`src/rtl/pseis_regs.vh`:
```
// Command codes, field positions and reset values of the interrupt summary block
`ifndef PSEIS_REGS_VH
`define PSEIS_REGS_VH

// Command codes of the management bus
`define PSEIS_CMD_SUMMARY      8'h00
`define PSEIS_CMD_MASK         8'h01
`define PSEIS_CMD_PWR_EVT      8'h02
`define PSEIS_CMD_PWR_EVT_COR  8'h03
`define PSEIS_CMD_DET_EVT      8'h04
`define PSEIS_CMD_DET_EVT_COR  8'h05
`define PSEIS_CMD_FLT_EVT      8'h06
`define PSEIS_CMD_FLT_EVT_COR  8'h07
`define PSEIS_CMD_STR_EVT      8'h08
`define PSEIS_CMD_STR_EVT_COR  8'h09
`define PSEIS_CMD_SUP_EVT      8'h0A
`define PSEIS_CMD_SUP_EVT_COR  8'h0B
`define PSEIS_CMD_GEN_MASK     8'h17
`define PSEIS_CMD_RESET        8'h1A

// Number of event registers feeding the summary
`define PSEIS_NUM_EVT          5
// Event register indices
`define PSEIS_EVT_PWR          0
`define PSEIS_EVT_DET          1
`define PSEIS_EVT_FLT          2
`define PSEIS_EVT_STR          3
`define PSEIS_EVT_SUP          4

// Summary bit positions
`define PSEIS_SUM_SUPPLY       7
`define PSEIS_SUM_START        6
`define PSEIS_SUM_CURRENT      5
`define PSEIS_SUM_CLASS        4
`define PSEIS_SUM_DETECT       3
`define PSEIS_SUM_DISCONNECT   2
`define PSEIS_SUM_PGOOD        1
`define PSEIS_SUM_PENABLE      0

// Field positions in control registers
`define PSEIS_GEN_IRQ_EN_BIT   7
`define PSEIS_RESET_CLR_BIT    7

// Reset values
`define PSEIS_MASK_RST         8'h80
`define PSEIS_GEN_MASK_RST     8'h80
`define PSEIS_EVT_RST          8'h00
`define PSEIS_UNMAPPED_DATA    8'h00

`endif

```
`src/rtl/pseis_event_reg.v`:
```
// Sticky event register with clear-on-read and global clear
`timescale 1ns/1ps
`default_nettype none
`include "pseis_regs.vh"

module pseis_event_reg (
  input  wire       clk,
  input  wire       reset,
  input  wire       clk_en,
  input  wire [7:0] set_in,
  input  wire       rd_clr,
  input  wire       glob_clr,
  output wire [7:0] flags
);

  reg  [7:0] flags_q;   // Sticky flags
  wire [7:0] flags_d;   // Next flags
  wire       clr_any;   // Any clear source

  assign clr_any = rd_clr | glob_clr;

  // Set wins over clear in the same cycle
  assign flags_d = (flags_q & ~{8{clr_any}}) | set_in;

  // Flag storage, frozen while clock enable is low
  always @(posedge clk) begin
    if (reset) begin
      flags_q <= `PSEIS_EVT_RST;
    end else if (clk_en) begin
      flags_q <= flags_d;
    end
  end

  assign flags = flags_q;

endmodule

`default_nettype wire

```
`src/rtl/pseis_interrupt_summary.v`:
```
// Interrupt summary register, mask registers and request pin of the PSE controller
// Behaviour
// [RULE_01] Summary is read-only byte at command 00h
// [RULE_02] Summary bits active high, one per class
// [RULE_03] Reading feeding event register clears its bit
// [RULE_04] Reset register bit 7 clears summary bits
// [RULE_05] Request needs mask bit and global enable
// [RULE_06] Bit 7 ORs supply faults, resets to one
// [RULE_07] Bit 6 ORs channel start-timeout faults
// [RULE_08] Bit 5 ORs overload and current-limit faults
// [RULE_09] Bit 4 ORs channel classification events
// [RULE_10] Bit 3 ORs channel detection events
// [RULE_11] Bit 2 ORs channel disconnect events
// [RULE_12] Bit 1 ORs channel power-good changes
// [RULE_13] Bit 0 ORs channel power-enable changes
// [RULE_14] Mask blocks pin only, summary still updates
// [RULE_15] Clear-on-read clears whole event register
// [RULE_16] Request pin active low level while pending
`timescale 1ns/1ps
`default_nettype none
`include "pseis_regs.vh"

module pseis_interrupt_summary (
  input  wire       clk,
  input  wire       reset,
  input  wire       clk_en,
  input  wire       cmd_valid,
  input  wire       cmd_write,
  input  wire [7:0] cmd_code,
  input  wire [7:0] cmd_wdata,
  output reg  [7:0] rd_data,
  output reg        rd_valid,
  output reg        irq_n,
  input  wire [3:0] chan_power_good_change,
  input  wire [3:0] chan_power_enable_change,
  input  wire [3:0] chan_class_event,
  input  wire [3:0] chan_detect_event,
  input  wire [3:0] chan_disconnect_event,
  input  wire [3:0] chan_overload_flag,
  input  wire [1:0] pair_overload_flag,
  input  wire [3:0] chan_current_limit_flag,
  input  wire [3:0] chan_start_timeout_flag,
  input  wire       thermal_shutdown_flag,
  input  wire       digital_supply_undervolt,
  input  wire       digital_supply_warning,
  input  wire       power_supply_undervolt,
  input  wire       memory_fault_flag
);

  // Register bus model: one command per enabled cycle
  // Reads answer one cycle later through rd_valid
  // Writes take effect at the edge that takes them
  // No request is refused; unmapped codes read zero
  // Back-to-back commands are taken every cycle
  // Event inputs are sampled on every enabled edge
  // Clock enable low freezes every flop below

  // Reset value of the general mask register
  localparam [7:0] GEN_MASK_RST = `PSEIS_GEN_MASK_RST;

  // Control registers
  reg  [7:0] irq_mask_q;        // Per-class mask, one enables
  reg  [7:0] irq_mask_d;        // Next mask
  reg        global_irq_enable_q; // Global request enable
  reg        global_irq_enable_d; // Next global enable
  reg        supply_boot_q;     // Supply summary set from reset
  reg        supply_boot_d;     // Next boot flag

  // Command decode is purely combinational
  // Read and write requests need cmd_valid high
  // A low cmd_write marks a read
  // Decoded accesses
  wire       rd_req;            // Read command this cycle
  wire       wr_req;            // Write command this cycle
  wire       glob_clr;          // Global clear pulse
  reg  [`PSEIS_NUM_EVT-1:0] cor_hit; // Clear-on-read per register

  // Five bytes of eight flags, packed side by side
  // Index order follows the event register constants
  // Event register inputs and contents
  wire [8*`PSEIS_NUM_EVT-1:0] evt_set;   // Packed set vectors
  wire [8*`PSEIS_NUM_EVT-1:0] evt_flags; // Packed flag vectors
  wire [7:0] pwr_evt;           // Power event flags
  wire [7:0] det_evt;           // Detection event flags
  wire [7:0] flt_evt;           // Disconnect and overload flags
  wire [7:0] str_evt;           // Start and current-limit flags
  wire [7:0] sup_evt;           // Supply and pair overload flags

  // Live summary and the request it drives
  // Next read data is held in rd_data_d
  // Summary and request
  wire [7:0] summary;           // Live summary byte
  wire       irq_pending;       // Any enabled unmasked bit
  reg  [7:0] rd_data_d;         // Next read data

  assign rd_req = cmd_valid & ~cmd_write;
  assign wr_req = cmd_valid & cmd_write;

  // Global clear is never stored as a bit
  // Only the write cycle itself clears the flags
  // Reading the reset code back returns zero
  // Reset register bit 7 is a self-clearing strobe
  // [RULE_04] global clear strobe
  assign glob_clr = wr_req & (cmd_code == `PSEIS_CMD_RESET) &
                    cmd_wdata[`PSEIS_RESET_CLR_BIT];

  // Only the odd codes clear their register
  // Even codes read the same byte without side effect
  // Summary read at 00h never clears anything
  // Clear-on-read decode per event register
  always @* begin
    cor_hit = {`PSEIS_NUM_EVT{1'b0}};
    if (rd_req) begin
      case (cmd_code)
        `PSEIS_CMD_PWR_EVT_COR: begin
          cor_hit[`PSEIS_EVT_PWR] = 1'b1;
        end
        `PSEIS_CMD_DET_EVT_COR: begin
          cor_hit[`PSEIS_EVT_DET] = 1'b1;
        end
        `PSEIS_CMD_FLT_EVT_COR: begin
          cor_hit[`PSEIS_EVT_FLT] = 1'b1;
        end
        `PSEIS_CMD_STR_EVT_COR: begin
          cor_hit[`PSEIS_EVT_STR] = 1'b1;
        end
        `PSEIS_CMD_SUP_EVT_COR: begin
          cor_hit[`PSEIS_EVT_SUP] = 1'b1;
        end
        default: begin
          cor_hit = {`PSEIS_NUM_EVT{1'b0}};
        end
      endcase
    end
  end

  // Grouping of sources into five event bytes
  // Power: good change high nibble, enable change low
  // Detection: class high nibble, detect low
  // Fault: disconnect high nibble, overload low
  // Start: timeout high nibble, current limit low
  // Supply: pair overload bits 6:5, supply faults 4:0
  // Set vectors of the event registers
  assign evt_set[8*`PSEIS_EVT_PWR +: 8] = {chan_power_good_change,
                                           chan_power_enable_change};
  assign evt_set[8*`PSEIS_EVT_DET +: 8] = {chan_class_event, chan_detect_event};
  assign evt_set[8*`PSEIS_EVT_FLT +: 8] = {chan_disconnect_event, chan_overload_flag};
  assign evt_set[8*`PSEIS_EVT_STR +: 8] = {chan_start_timeout_flag,
                                           chan_current_limit_flag};
  assign evt_set[8*`PSEIS_EVT_SUP +: 8] = {1'b0, pair_overload_flag,
                                           thermal_shutdown_flag,
                                           digital_supply_undervolt,
                                           digital_supply_warning,
                                           power_supply_undervolt,
                                           memory_fault_flag};

  // Each byte keeps its flags until a clear-on-read or a global clear
  // A held event level keeps setting its flag
  // One sticky event register per source group
  genvar gi;
  generate
    for (gi = 0; gi < `PSEIS_NUM_EVT; gi = gi + 1) begin : g_evt
      // [RULE_15] whole register clears on read
      pseis_event_reg u_evt (
        .clk      (clk),
        .reset    (reset),
        .clk_en   (clk_en),
        .set_in   (evt_set[8*gi +: 8]),
        .rd_clr   (cor_hit[gi]),
        .glob_clr (glob_clr),
        .flags    (evt_flags[8*gi +: 8])
      );
    end
  endgenerate

  assign pwr_evt = evt_flags[8*`PSEIS_EVT_PWR +: 8];
  assign det_evt = evt_flags[8*`PSEIS_EVT_DET +: 8];
  assign flt_evt = evt_flags[8*`PSEIS_EVT_FLT +: 8];
  assign str_evt = evt_flags[8*`PSEIS_EVT_STR +: 8];
  assign sup_evt = evt_flags[8*`PSEIS_EVT_SUP +: 8];

  // Summary is a live OR, not a second sticky copy
  // Hazard avoided: summary bits 6:0 never disagree with the event bytes
  // Bit 5 needs three bytes clear before it drops
  // Summary bits follow their feeding registers; bit 7 also follows the boot flag
  // [RULE_02] active-high class bits
  // [RULE_03] cleared through feeding register
  // [RULE_06] supply faults plus boot flag
  assign summary[`PSEIS_SUM_SUPPLY]     = |sup_evt[4:0] | supply_boot_q;
  // [RULE_07] start-timeout OR
  assign summary[`PSEIS_SUM_START]      = |str_evt[7:4];
  // [RULE_08] overload and limit OR
  assign summary[`PSEIS_SUM_CURRENT]    = |flt_evt[3:0] | |sup_evt[6:5] | |str_evt[3:0];
  // [RULE_09] classification OR
  assign summary[`PSEIS_SUM_CLASS]      = |det_evt[7:4];
  // [RULE_10] detection OR
  assign summary[`PSEIS_SUM_DETECT]     = |det_evt[3:0];
  // [RULE_11] disconnect OR
  assign summary[`PSEIS_SUM_DISCONNECT] = |flt_evt[7:4];
  // [RULE_12] power-good change OR
  assign summary[`PSEIS_SUM_PGOOD]      = |pwr_evt[7:4];
  // [RULE_13] power-enable change OR
  assign summary[`PSEIS_SUM_PENABLE]    = |pwr_evt[3:0];

  // Boot flag makes bit 7 read one after reset
  // It has no event input, so nothing sets it again
  // Boot flag clears with a supply clear-on-read at 0Bh or global clear
  always @* begin
    supply_boot_d = supply_boot_q;
    if (cor_hit[`PSEIS_EVT_SUP] | glob_clr) begin
      supply_boot_d = 1'b0;
    end
  end

  // Mask and general mask are the only bytes that store a write
  // Writes to the summary or event codes are ignored
  // Only bit 7 of the general mask is kept
  // Writable control registers
  always @* begin
    irq_mask_d          = irq_mask_q;
    global_irq_enable_d = global_irq_enable_q;
    if (wr_req) begin
      case (cmd_code)
        `PSEIS_CMD_MASK: begin
          irq_mask_d = cmd_wdata;
        end
        `PSEIS_CMD_GEN_MASK: begin
          global_irq_enable_d = cmd_wdata[`PSEIS_GEN_IRQ_EN_BIT];
        end
        default: begin
          irq_mask_d = irq_mask_q;
        end
      endcase
    end
  end

  // Mask gates the pin only, never the summary
  // Pin follows one edge behind the live summary
  // Request combines summary, mask and global enable
  // [RULE_05] mask and global enable gate
  // [RULE_14] mask only gates the pin
  assign irq_pending = global_irq_enable_q & |(summary & irq_mask_q);

  // Read data holds its last value between reads
  // Clear-on-read returns the flags before clearing
  // Same-cycle events stay set for the next read
  // Read data multiplexer, unmapped codes read zero
  always @* begin
    rd_data_d = rd_data;
    if (rd_req) begin
      case (cmd_code)
        // [RULE_01] summary at command 00h
        `PSEIS_CMD_SUMMARY: begin
          rd_data_d = summary;
        end
        `PSEIS_CMD_MASK: begin
          rd_data_d = irq_mask_q;
        end
        `PSEIS_CMD_PWR_EVT, `PSEIS_CMD_PWR_EVT_COR: begin
          rd_data_d = pwr_evt;
        end
        `PSEIS_CMD_DET_EVT, `PSEIS_CMD_DET_EVT_COR: begin
          rd_data_d = det_evt;
        end
        `PSEIS_CMD_FLT_EVT, `PSEIS_CMD_FLT_EVT_COR: begin
          rd_data_d = flt_evt;
        end
        `PSEIS_CMD_STR_EVT, `PSEIS_CMD_STR_EVT_COR: begin
          rd_data_d = str_evt;
        end
        `PSEIS_CMD_SUP_EVT, `PSEIS_CMD_SUP_EVT_COR: begin
          rd_data_d = sup_evt;
        end
        `PSEIS_CMD_GEN_MASK: begin
          rd_data_d = {global_irq_enable_q, 7'h00};
        end
        default: begin
          rd_data_d = `PSEIS_UNMAPPED_DATA;
        end
      endcase
    end
  end

  // All outputs leave flops, so no glitch on the pin
  // Reset releases the pin; it drops one edge later
  // Boot flag is unmasked by default
  // State and output flops, frozen while clock enable is low
  always @(posedge clk) begin
    if (reset) begin
      irq_mask_q          <= `PSEIS_MASK_RST;
      global_irq_enable_q <= GEN_MASK_RST[`PSEIS_GEN_IRQ_EN_BIT];
      supply_boot_q       <= 1'b1;
      rd_data             <= 8'h00;
      rd_valid            <= 1'b0;
      irq_n               <= 1'b1;
    end else if (clk_en) begin
      irq_mask_q          <= irq_mask_d;
      global_irq_enable_q <= global_irq_enable_d;
      supply_boot_q       <= supply_boot_d;
      rd_data             <= rd_data_d;
      rd_valid            <= rd_req;
      // [RULE_16] active-low level request
      irq_n               <= ~irq_pending;
    end
  end

endmodule

`default_nettype wire

```
`config.mk`:
```
export PLATFORM = sky130hd
export DESIGN_NAME = pseis_interrupt_summary
export DESIGN_NICKNAME = d
export VERILOG_FILES = /design/src/rtl/pseis_event_reg.v /design/src/rtl/pseis_interrupt_summary.v
export VERILOG_INCLUDE_DIRS = /design/src /design/src/rtl
export SDC_FILE = /design/constraint.sdc
export NUM_CORES = 1
export LEC_CHECK = 0
export BUFFER_PORTS_ARGS = -buffer_cell sky130_fd_sc_hd__buf_4
export CAP_MARGIN = 20
export CORE_MARGIN = 5
export CORE_UTILIZATION = 50
export DETAILED_ROUTE_END_ITERATION = 6
export PLACE_DENSITY = 0.83
export SYNTH_ARGS = -nofsm -noshare
export SYNTH_HDL_FRONTEND = slang
export SYNTH_SLANG_ARGS = --single-unit
```
`constraint.sdc`:
```
create_clock -name clk -period 6.1 [get_ports clk]
set_input_delay 1.83 -clock clk [delete_from_list [all_inputs] [get_ports clk]]
set_output_delay 1.83 -clock clk [all_outputs]
set_load 0.02 [all_outputs]
```
==> run_results.csv, run 1 <==
group,metric,value,unit
floorplanning,ios,70,
critical_path,reg2reg_to,"irq_n",
synth,post-synth-top-count-cell,"dfxtp_1",
synth,synthCells,326,
cts,cts_buffers,9,
detailed_routing,vias_per_cell,6.120,
critical_path,worstSetupEndpoint,"g_evt[0].u_evt.flags[4]",
critical_path,crit_path_cell_trace,"buf_4 -> or4_1 -> nor4_1 -> o21ai_1 -> a22oi_1 -> nor2_1",
layout,drive_gt1_frac,0.2435,
floorplanning,die_h,85.17,um
sta,worst_pin_slew,884.9,ps
detailed_routing,drt-total-wl,8389,um
sta,hold_viol,0,
placement,gp_congestion,1.005,
synth,async_flop_share,0,
sta,finalSetupTns,0,ps
critical_path,worst_r2r_path_depth,5,
cts,htreeDepth,3,
synth,synth-seq-cells,60,
critical_path,reg2reg_slack,4070,ps
placement,pre_cts_ws,2350,ps
synth,synth_commonest_cells,"60 x dfxtp_1, 55 x nor2_1, 40 x a22oi_1, 23 x clkbuf_1, 20 x nand2_1",
detailed_routing,post_drt_wl_per_cell,18.32,um
synth,synth_edf_count,0,
critical_path,cpPeakStageDelay,710,ps
critical_path,setup.worst_path.start,"cmd_code[5]",
synth,yosysTopAreaCellShare,0.4252,
synth,synth-seq-area-share,0.4252,
cts,cts_post_setup_buffers_inserted,0,
synth,synth_area_per_cell,8.666,um^2
power_and_ir_drop,leakagePower,1.507,nW
critical_path,worst_path_max_delay_cell,"or4_1",
sta,report.final.slew_viol_count,0,
synth,synth_cell_types,52,
detailed_routing,num_vias,2803,
detailed_routing,ant_nets,0,
sta,worst_slack,2700,ps
outcome,status,"finished, final reports clean",
critical_path,end_kind,"flip-flop",
cts,cts_resized,0,
floorplanning,row_count,27,
sta,rsz0062_at_grt,"no",
layout,fillers,511,
synth,netlist_area,0.002825,mm^2
grt,grt_antenna_before_repair,0,
cts,cts_tree,"done",
cts,path_clk_slew,70,ps
synth,synth_top_cell_by_area,"dfxtp_1",
sta,fin_crit,3400,ps
grt,grtUsageTotal,0.2333,
power_and_ir_drop,power_density,256.5,mW/mm^2
power_and_ir_drop,ir_drop,0.0001356,V
synth,syn_nets,386,
critical_path,worstPathArrival,3610,ps
critical_path,critPathKind,"input pin to flip-flop",
grt,grt_pass1_wl,13290,um
grt,grt_max_degree,52,
cts,cts_sinks,60,
critical_path,cp_max_fo,9,
synth,synth-main-ff-cell,"dfxtp_1",
layout,nets,441,
layout,syn2layout_area_growth,25.33,%
layout,n_antenna_cell,0,
grt,overflow,0,
sta,max_freq,0.2941,GHz
detailed_routing,dr.first_iter.drc_count,288,
placement,port_buffers,69,
detailed_routing,firstDrtPassIters,5,
floorplanning,die_x,85.17,um
sta,post-route-period-util,0.5573,
cts,holdBufCountCts,0,
sta,max_slew_margin,0.4073,
synth,synth_area_leaders,"dfxtp_1 43%, a22oi_1 11%, nor2_1 7.3%, mux2i_1 4.6%, clkbuf_1 3.1%",
sta,holdWs,463.7,ps
sta,finClkSkew,8.451,ps
critical_path,rr_startpoint,"g_evt[4].u_evt.flags[4]",
placement,hpwl,6229,um
critical_path,cp-start-kind,"input pin",
cts,clk_latency,340,ps
synth,yosys_warnings,0,
cts,cts_max_path_buffers,2,
grt,grt_pass1_vias,2619,
critical_path,required,6310,ps
floorplanning,dieArea,0.007254,mm^2
hold_path,worstHoldPathType,"flip-flop to flip-flop",
detailed_routing,drcViolationCount,0,
sta,setup_violations,0,
floorplanning,initial_utilization,0.5131,
cts,clockRootBuffer,"clkbuf_8",
run,maxCapViolCount,0,
floorplanning,core,0.005507,mm^2
==> worst max-delay path: cells and delay by family <==
| kind | cells | cell delay [ps] |
|---|---|---|
| simple gates | 3 | 1110 |
| buf+inv | 1 | 120 |
| compound gates | 2 | 550 |
==> layer usage <==
metal | vias up | track usage | routed length [um]
li1 | 1341 | - | -
met1 | 1323 | 0.3144 | 3676
met2 | 124 | 0.3496 | 3872
met3 | 15 | 0.05146 | 640
met4 | 0 | 0.1180 | 199
met5 | - | 0 | 0
==> cells by family after synthesis <==
logic type	Yosys count	synth area share
mux	17	0.06200
simple gates	121	0.2121
flops	60	0.4252
buf+inv	32	0.04296
compound gates	96	0.2578
==> worst min path at each step <==
stage             startpoint       endpoint  slack, ps  cells after the start
5_1_grt        supply_boot_q  supply_boot_q        490                      2
4_1_cts        supply_boot_q  supply_boot_q        460                      2
6_report       supply_boot_q  supply_boot_q        460                      2
3_3_place_gp   supply_boot_q  supply_boot_q        440                      2
3_5_place_dp   supply_boot_q  supply_boot_q        450                      2
2_1_floorplan  supply_boot_q  supply_boot_q        440                      2
==> per-stage QoR <==
stage | instances | utilization | power (mW) | instance area [um^2]
after global placement | 442 | 0.6062 | 0.5490 | 3338
after detailed placement | 442 | 0.6062 | 0.5514 | 3338
after floorplan | 326 | - | 0.4994 | 2825
final | 458 | 0.6430 | 0.9081 | 3541
after CTS | 458 | 0.6430 | 0.9117 | 3541
after global routing | 458 | 0.6430 | 0.9472 | 3541
==> power by group <==
group / total, mW / internal [mW] / switching [mW]
sequential: 0.428 / 0.410 / 0.0178
combinational: 0.116 / 0.0573 / 0.0588
clock: 0.364 / 0.210 / 0.154
==> flip-flops by register name (all words and copies together) (netlist names) <==
name	cells
supply_boot_q	1
irq_mask_q	8
rd_valid	1
rd_data	8
irq_n	1
g_evt.u_evt.flags	40
global_irq_enable_q	1
==> cell type report <==
cell class / count / area [um^2] / area share
clock buffers: 12 / 155.1 / 0.04382
clock inverters: 4 / 47.55 / 0.01343
inverters: 7 / 26.28 / 0.007420
multi-input cells: 234 / 1503 / 0.4244
flip-flops and latches: 60 / 1201 / 0.3392
well taps: 72 / 90.09 / 0.02544
repair buffers: 69 / 518.0 / 0.1463
==> layout by cell type, fill, tap and decap left out, types with 2 or more instances in the layout <==
cell,synthesis,final
o21ai_1,2,2
mux2i_1,13,13
dfxtp_1,60,60
a32oi_1,2,2
clkinv_2,0,2
nor4_1,12,12
a22oi_1,40,40
a31oi_1,3,3
nand3_1,4,4
o211ai_1,2,2
nand2_1,20,20
o41ai_1,2,2
or4_1,3,3
nor3_1,6,6
o22ai_1,3,3
a22o_1,5,5
nor2_1,55,55
a221oi_1,3,3
o21ai_0,9,9
buf_4,0,69
a21oi_1,6,6
a32o_1,3,3
and3_1,3,3
inv_1,7,7
clkbuf_8,0,11
nand2b_1,4,4
a221o_1,4,4
nor2b_1,2,2
mux2_2,4,4
o221ai_1,2,2
(Power assumes the default switching activity.)
==> run 2: changes to the inputs <==
--- a/config.mk
+++ b/config.mk
@@ -6,12 +6,13 @@
 export SDC_FILE = /design/constraint.sdc
 export NUM_CORES = 1
 export LEC_CHECK = 0
+export ABC_AREA = 1
 export BUFFER_PORTS_ARGS = -buffer_cell sky130_fd_sc_hd__buf_4
 export CAP_MARGIN = 20
 export CORE_MARGIN = 5
 export CORE_UTILIZATION = 50
 export DETAILED_ROUTE_END_ITERATION = 6
-export PLACE_DENSITY = 0.83
+export PLACE_DENSITY = 0.82
 export SYNTH_ARGS = -nofsm -noshare
 export SYNTH_HDL_FRONTEND = slang
 export SYNTH_SLANG_ARGS = --single-unit
==> constraint.sdc (replaced) <==
create_clock -name clk -period 3.4 [get_ports clk]
set_input_delay 1.02 -clock clk [delete_from_list [all_inputs] [get_ports clk]]
set_output_delay 1.02 -clock clk [all_outputs]
set_load 0.02 [all_outputs]
==> run 2 against run 1 <==
  * Synthesized cell count up 42%
  * Register-to-register slack worse by 1900 ps
  * Non-clock buffer count up 2
  * Clock power up 55%
  * Clock skew down 1.6 ps
  * Sequential power up 78%
  * Power up 66%
  * Setup slack worse by 1700 ps
  * Count of clock-buffer cells in the layout down 1
  * Die area up 5.4%
  * Combinational power up 55%
  * Critical endpoint is now g_evt[1].u_evt.flags[1]
  * Largest power group unchanged
==> run_results.csv, run 2 <==
group,metric,value,unit
detailed_routing,vias_per_cell,5.377,
floorplanning,die_x,87.45,um
hold_path,worstHoldPathType,"flip-flop to flip-flop",
layout,n_antenna_cell,0,
synth,netlist_area,0.002999,mm^2
sta,finalSetupTns,0,ps
layout,largest_reg_flops,40,
sta,max_freq,0.4201,GHz
sta,fin_crit,2380,ps
synth,yosys_warnings,0,
layout,final_cells,605,
sta,finClkSkew,6.841,ps
detailed_routing,ant_nets,0,
sta,setup_violations,0,
hold_path,holdPathStages,2,
grt,grt_pass1_wl,13790,um
placement,place_area,0.003535,mm^2
synth,synth_edf_count,0,
sta,report.final.slew_viol_count,0,
placement,dp_cells,589,
grt,grtUsageTotal,0.2348,
cts,clockRootBuffer,"clkbuf_8",
synth,post-synth-top-count-cell,"nand2_1",
cts,path_clk_slew,70,ps
synth,synth_top_cell_by_area,"dfxtp_1",
detailed_routing,num_vias,3253,
detailed_routing,drt-total-wl,8609,um
sta,worst_pin_slew,517.4,ps
power_and_ir_drop,seqPwrFrac,0.506,
detailed_routing,drcViolationCount,0,
critical_path,required,3610,ps
cts,cts_post_setup_buffers_inserted,0,
cts,htreeDepth,3,
synth,synth_area_leaders,"dfxtp_1 40%, nand2_1 18%, nand3_1 14%, a21oi_1 8.5%, nor2_1 7.6%",
placement,gp_congestion,0.9194,
power_and_ir_drop,comb_power_share,0.119,
sta,hold_viol,0,
sta,max_slew_margin,0.6545,
floorplanning,row_count,28,
layout,fillers,577,
cts,cts_tree,"done",
critical_path,cp_max_fo,42,
detailed_routing,post_drt_wl_per_cell,14.23,um
synth,async_flop_share,0,
grt,grt_antenna_before_repair,0,
critical_path,reg2reg_to,"irq_n",
critical_path,critPathKind,"input pin to flip-flop",
run,maxCapViolCount,0,
outcome,status,"finished, final reports clean",
critical_path,cp-start-kind,"input pin",
cts,cts_sinks,60,
detailed_routing,firstDrtPassIters,4,
power_and_ir_drop,p_sw_frac,0.2709,
critical_path,reg2reg_slack,2200,ps
power_and_ir_drop,clkPwrFrac,0.375,
placement,port_buffers,69,
layout,stdcell_area,0.003704,mm^2
power_and_ir_drop,power_density,407.5,mW/mm^2
floorplanning,initial_utilization,0.5096,
layout,nets,585,
critical_path,worstPathArrival,2590,ps
grt,grt_max_degree,51,
cts,holdBufCountCts,0,
layout,final_common_cell,"nand2_1",
synth,synthCells,463,
hold_path,hold_start,"g_evt[4].u_evt.flags[7]",
sta,rsz0062_at_grt,"no",
synth,synth-seq-cells,60,
synth,synth_commonest_cells,"143 x nand2_1, 83 x nand3_1, 61 x nor2_1, 60 x dfxtp_1, 51 x a21oi_1",
layout,drive_gt1_frac,0.2057,
cts,clk_latency,340,ps
synth,syn_nets,523,
power_and_ir_drop,leakagePower,1.735,nW
floorplanning,dieArea,0.007648,mm^2
grt,overflow,0,
synth,yosysTopAreaCellShare,0.4005,
synth,synth-seq-area-share,0.4005,
synth,synth_area_per_cell,6.478,um^2
critical_path,rr_startpoint,"g_evt[2].u_evt.flags[2]",
cts,cts_resized,0,
cts,cts_max_path_buffers,2,
critical_path,end_kind,"flip-flop",
floorplanning,ios,70,
power_and_ir_drop,p_int,1.100,mW
critical_path,worst_r2r_path_depth,7,
sta,post-route-period-util,0.7001,
layout,syn2layout_area_growth,23.49,%
floorplanning,die_h,87.45,um
placement,hpwl,6479,um
layout,layout_common_cells,"143 x nand2_1, 83 x nand3_1, 71 x buf_4",
detailed_routing,dr.first_iter.drc_count,338,
power_and_ir_drop,p_total,1.509,mW
floorplanning,core,0.005886,mm^2
power_and_ir_drop,p_switching,0.4089,mW
power_and_ir_drop,ir_drop,0.0002673,V
synth,synth-main-ff-cell,"dfxtp_1",
synth,synth_cell_types,22,
grt,grt_pass1_vias,2970,
cts,cts_buffers,9,
hold_path,min_to,"g_evt[4].u_evt.flags[7]",
run 2: final cells by class:
class,instances,area (um^2),share of cell area
clock inverter,5,27.53,0.007432
inverter,16,60.06,0.01622
sequential,60,1201,0.3243
clock buffer,11,141.4,0.03818
tap,75,93.84,0.02534
timing repair buffer,71,533.0,0.1439
multi-input combinational,367,1647,0.4446
run 2: kinds of logic after synthesis:
logic type	count (synthesis)	share of synthesized area
buffers and inverters	36	0.05048
DFF	60	0.4005
AOI/OAI and AO/OA	59	0.09845
and+or+nand+nor	308	0.4506
run 2: critical path, cell delays in order:
cell and delay, ps:
buf_4 330, inv_2 90, nor2_2 110, buf_4 190, inv_2 120, nor3_2 180
nand3_1 290, nand3_1 180, a21oi_1 80
run 2: worst max path at each step:
stage               startpoint                      end  slack, ps  cells past startpoint
global route            clk_en  g_evt[3].u_evt.flags[0]        880                      9
detailed placement      clk_en  g_evt[1].u_evt.flags[1]        680                      9
global placement        clk_en  g_evt[3].u_evt.flags[0]        750                      9
finish                  clk_en  g_evt[1].u_evt.flags[1]       1020                      9
CTS                     clk_en  g_evt[1].u_evt.flags[1]       1030                      9
floorplan               clk_en  g_evt[2].u_evt.flags[5]       1330                      7
run 2: power groups by stage:
stage	clock [mW]	combinational, mW	sequential (mW)
after floorplan	0	0.0989	0.772
after global placement	0	0.174	0.778
after detailed placement	0	0.179	0.779
after CTS	0.567	0.180	0.763
after global routing	0.600	0.201	0.768
final	0.566	0.180	0.763
run 2: per-stage QoR:
stage	setup WS, ps	util	hold WS [ps]
after floorplan	1329	-	423.2
after global placement	754.1	0.6006	433.8
after detailed placement	680.5	0.6006	435.3
after CTS	1030	0.6293	445.8
after global routing	877.3	0.6293	466.8
final	1020	0.6293	447.4
run 2: metal layers:
layer,vias to the layer above,wire [um],GRT usage,part of all wire
met5,-,0,0,0
met4,0,189,0.1074,0.022
met3,16,551,0.04447,0.064
met2,122,4009,0.3644,0.47
met1,1470,3858,0.3141,0.45
li1,1645,-,-,-
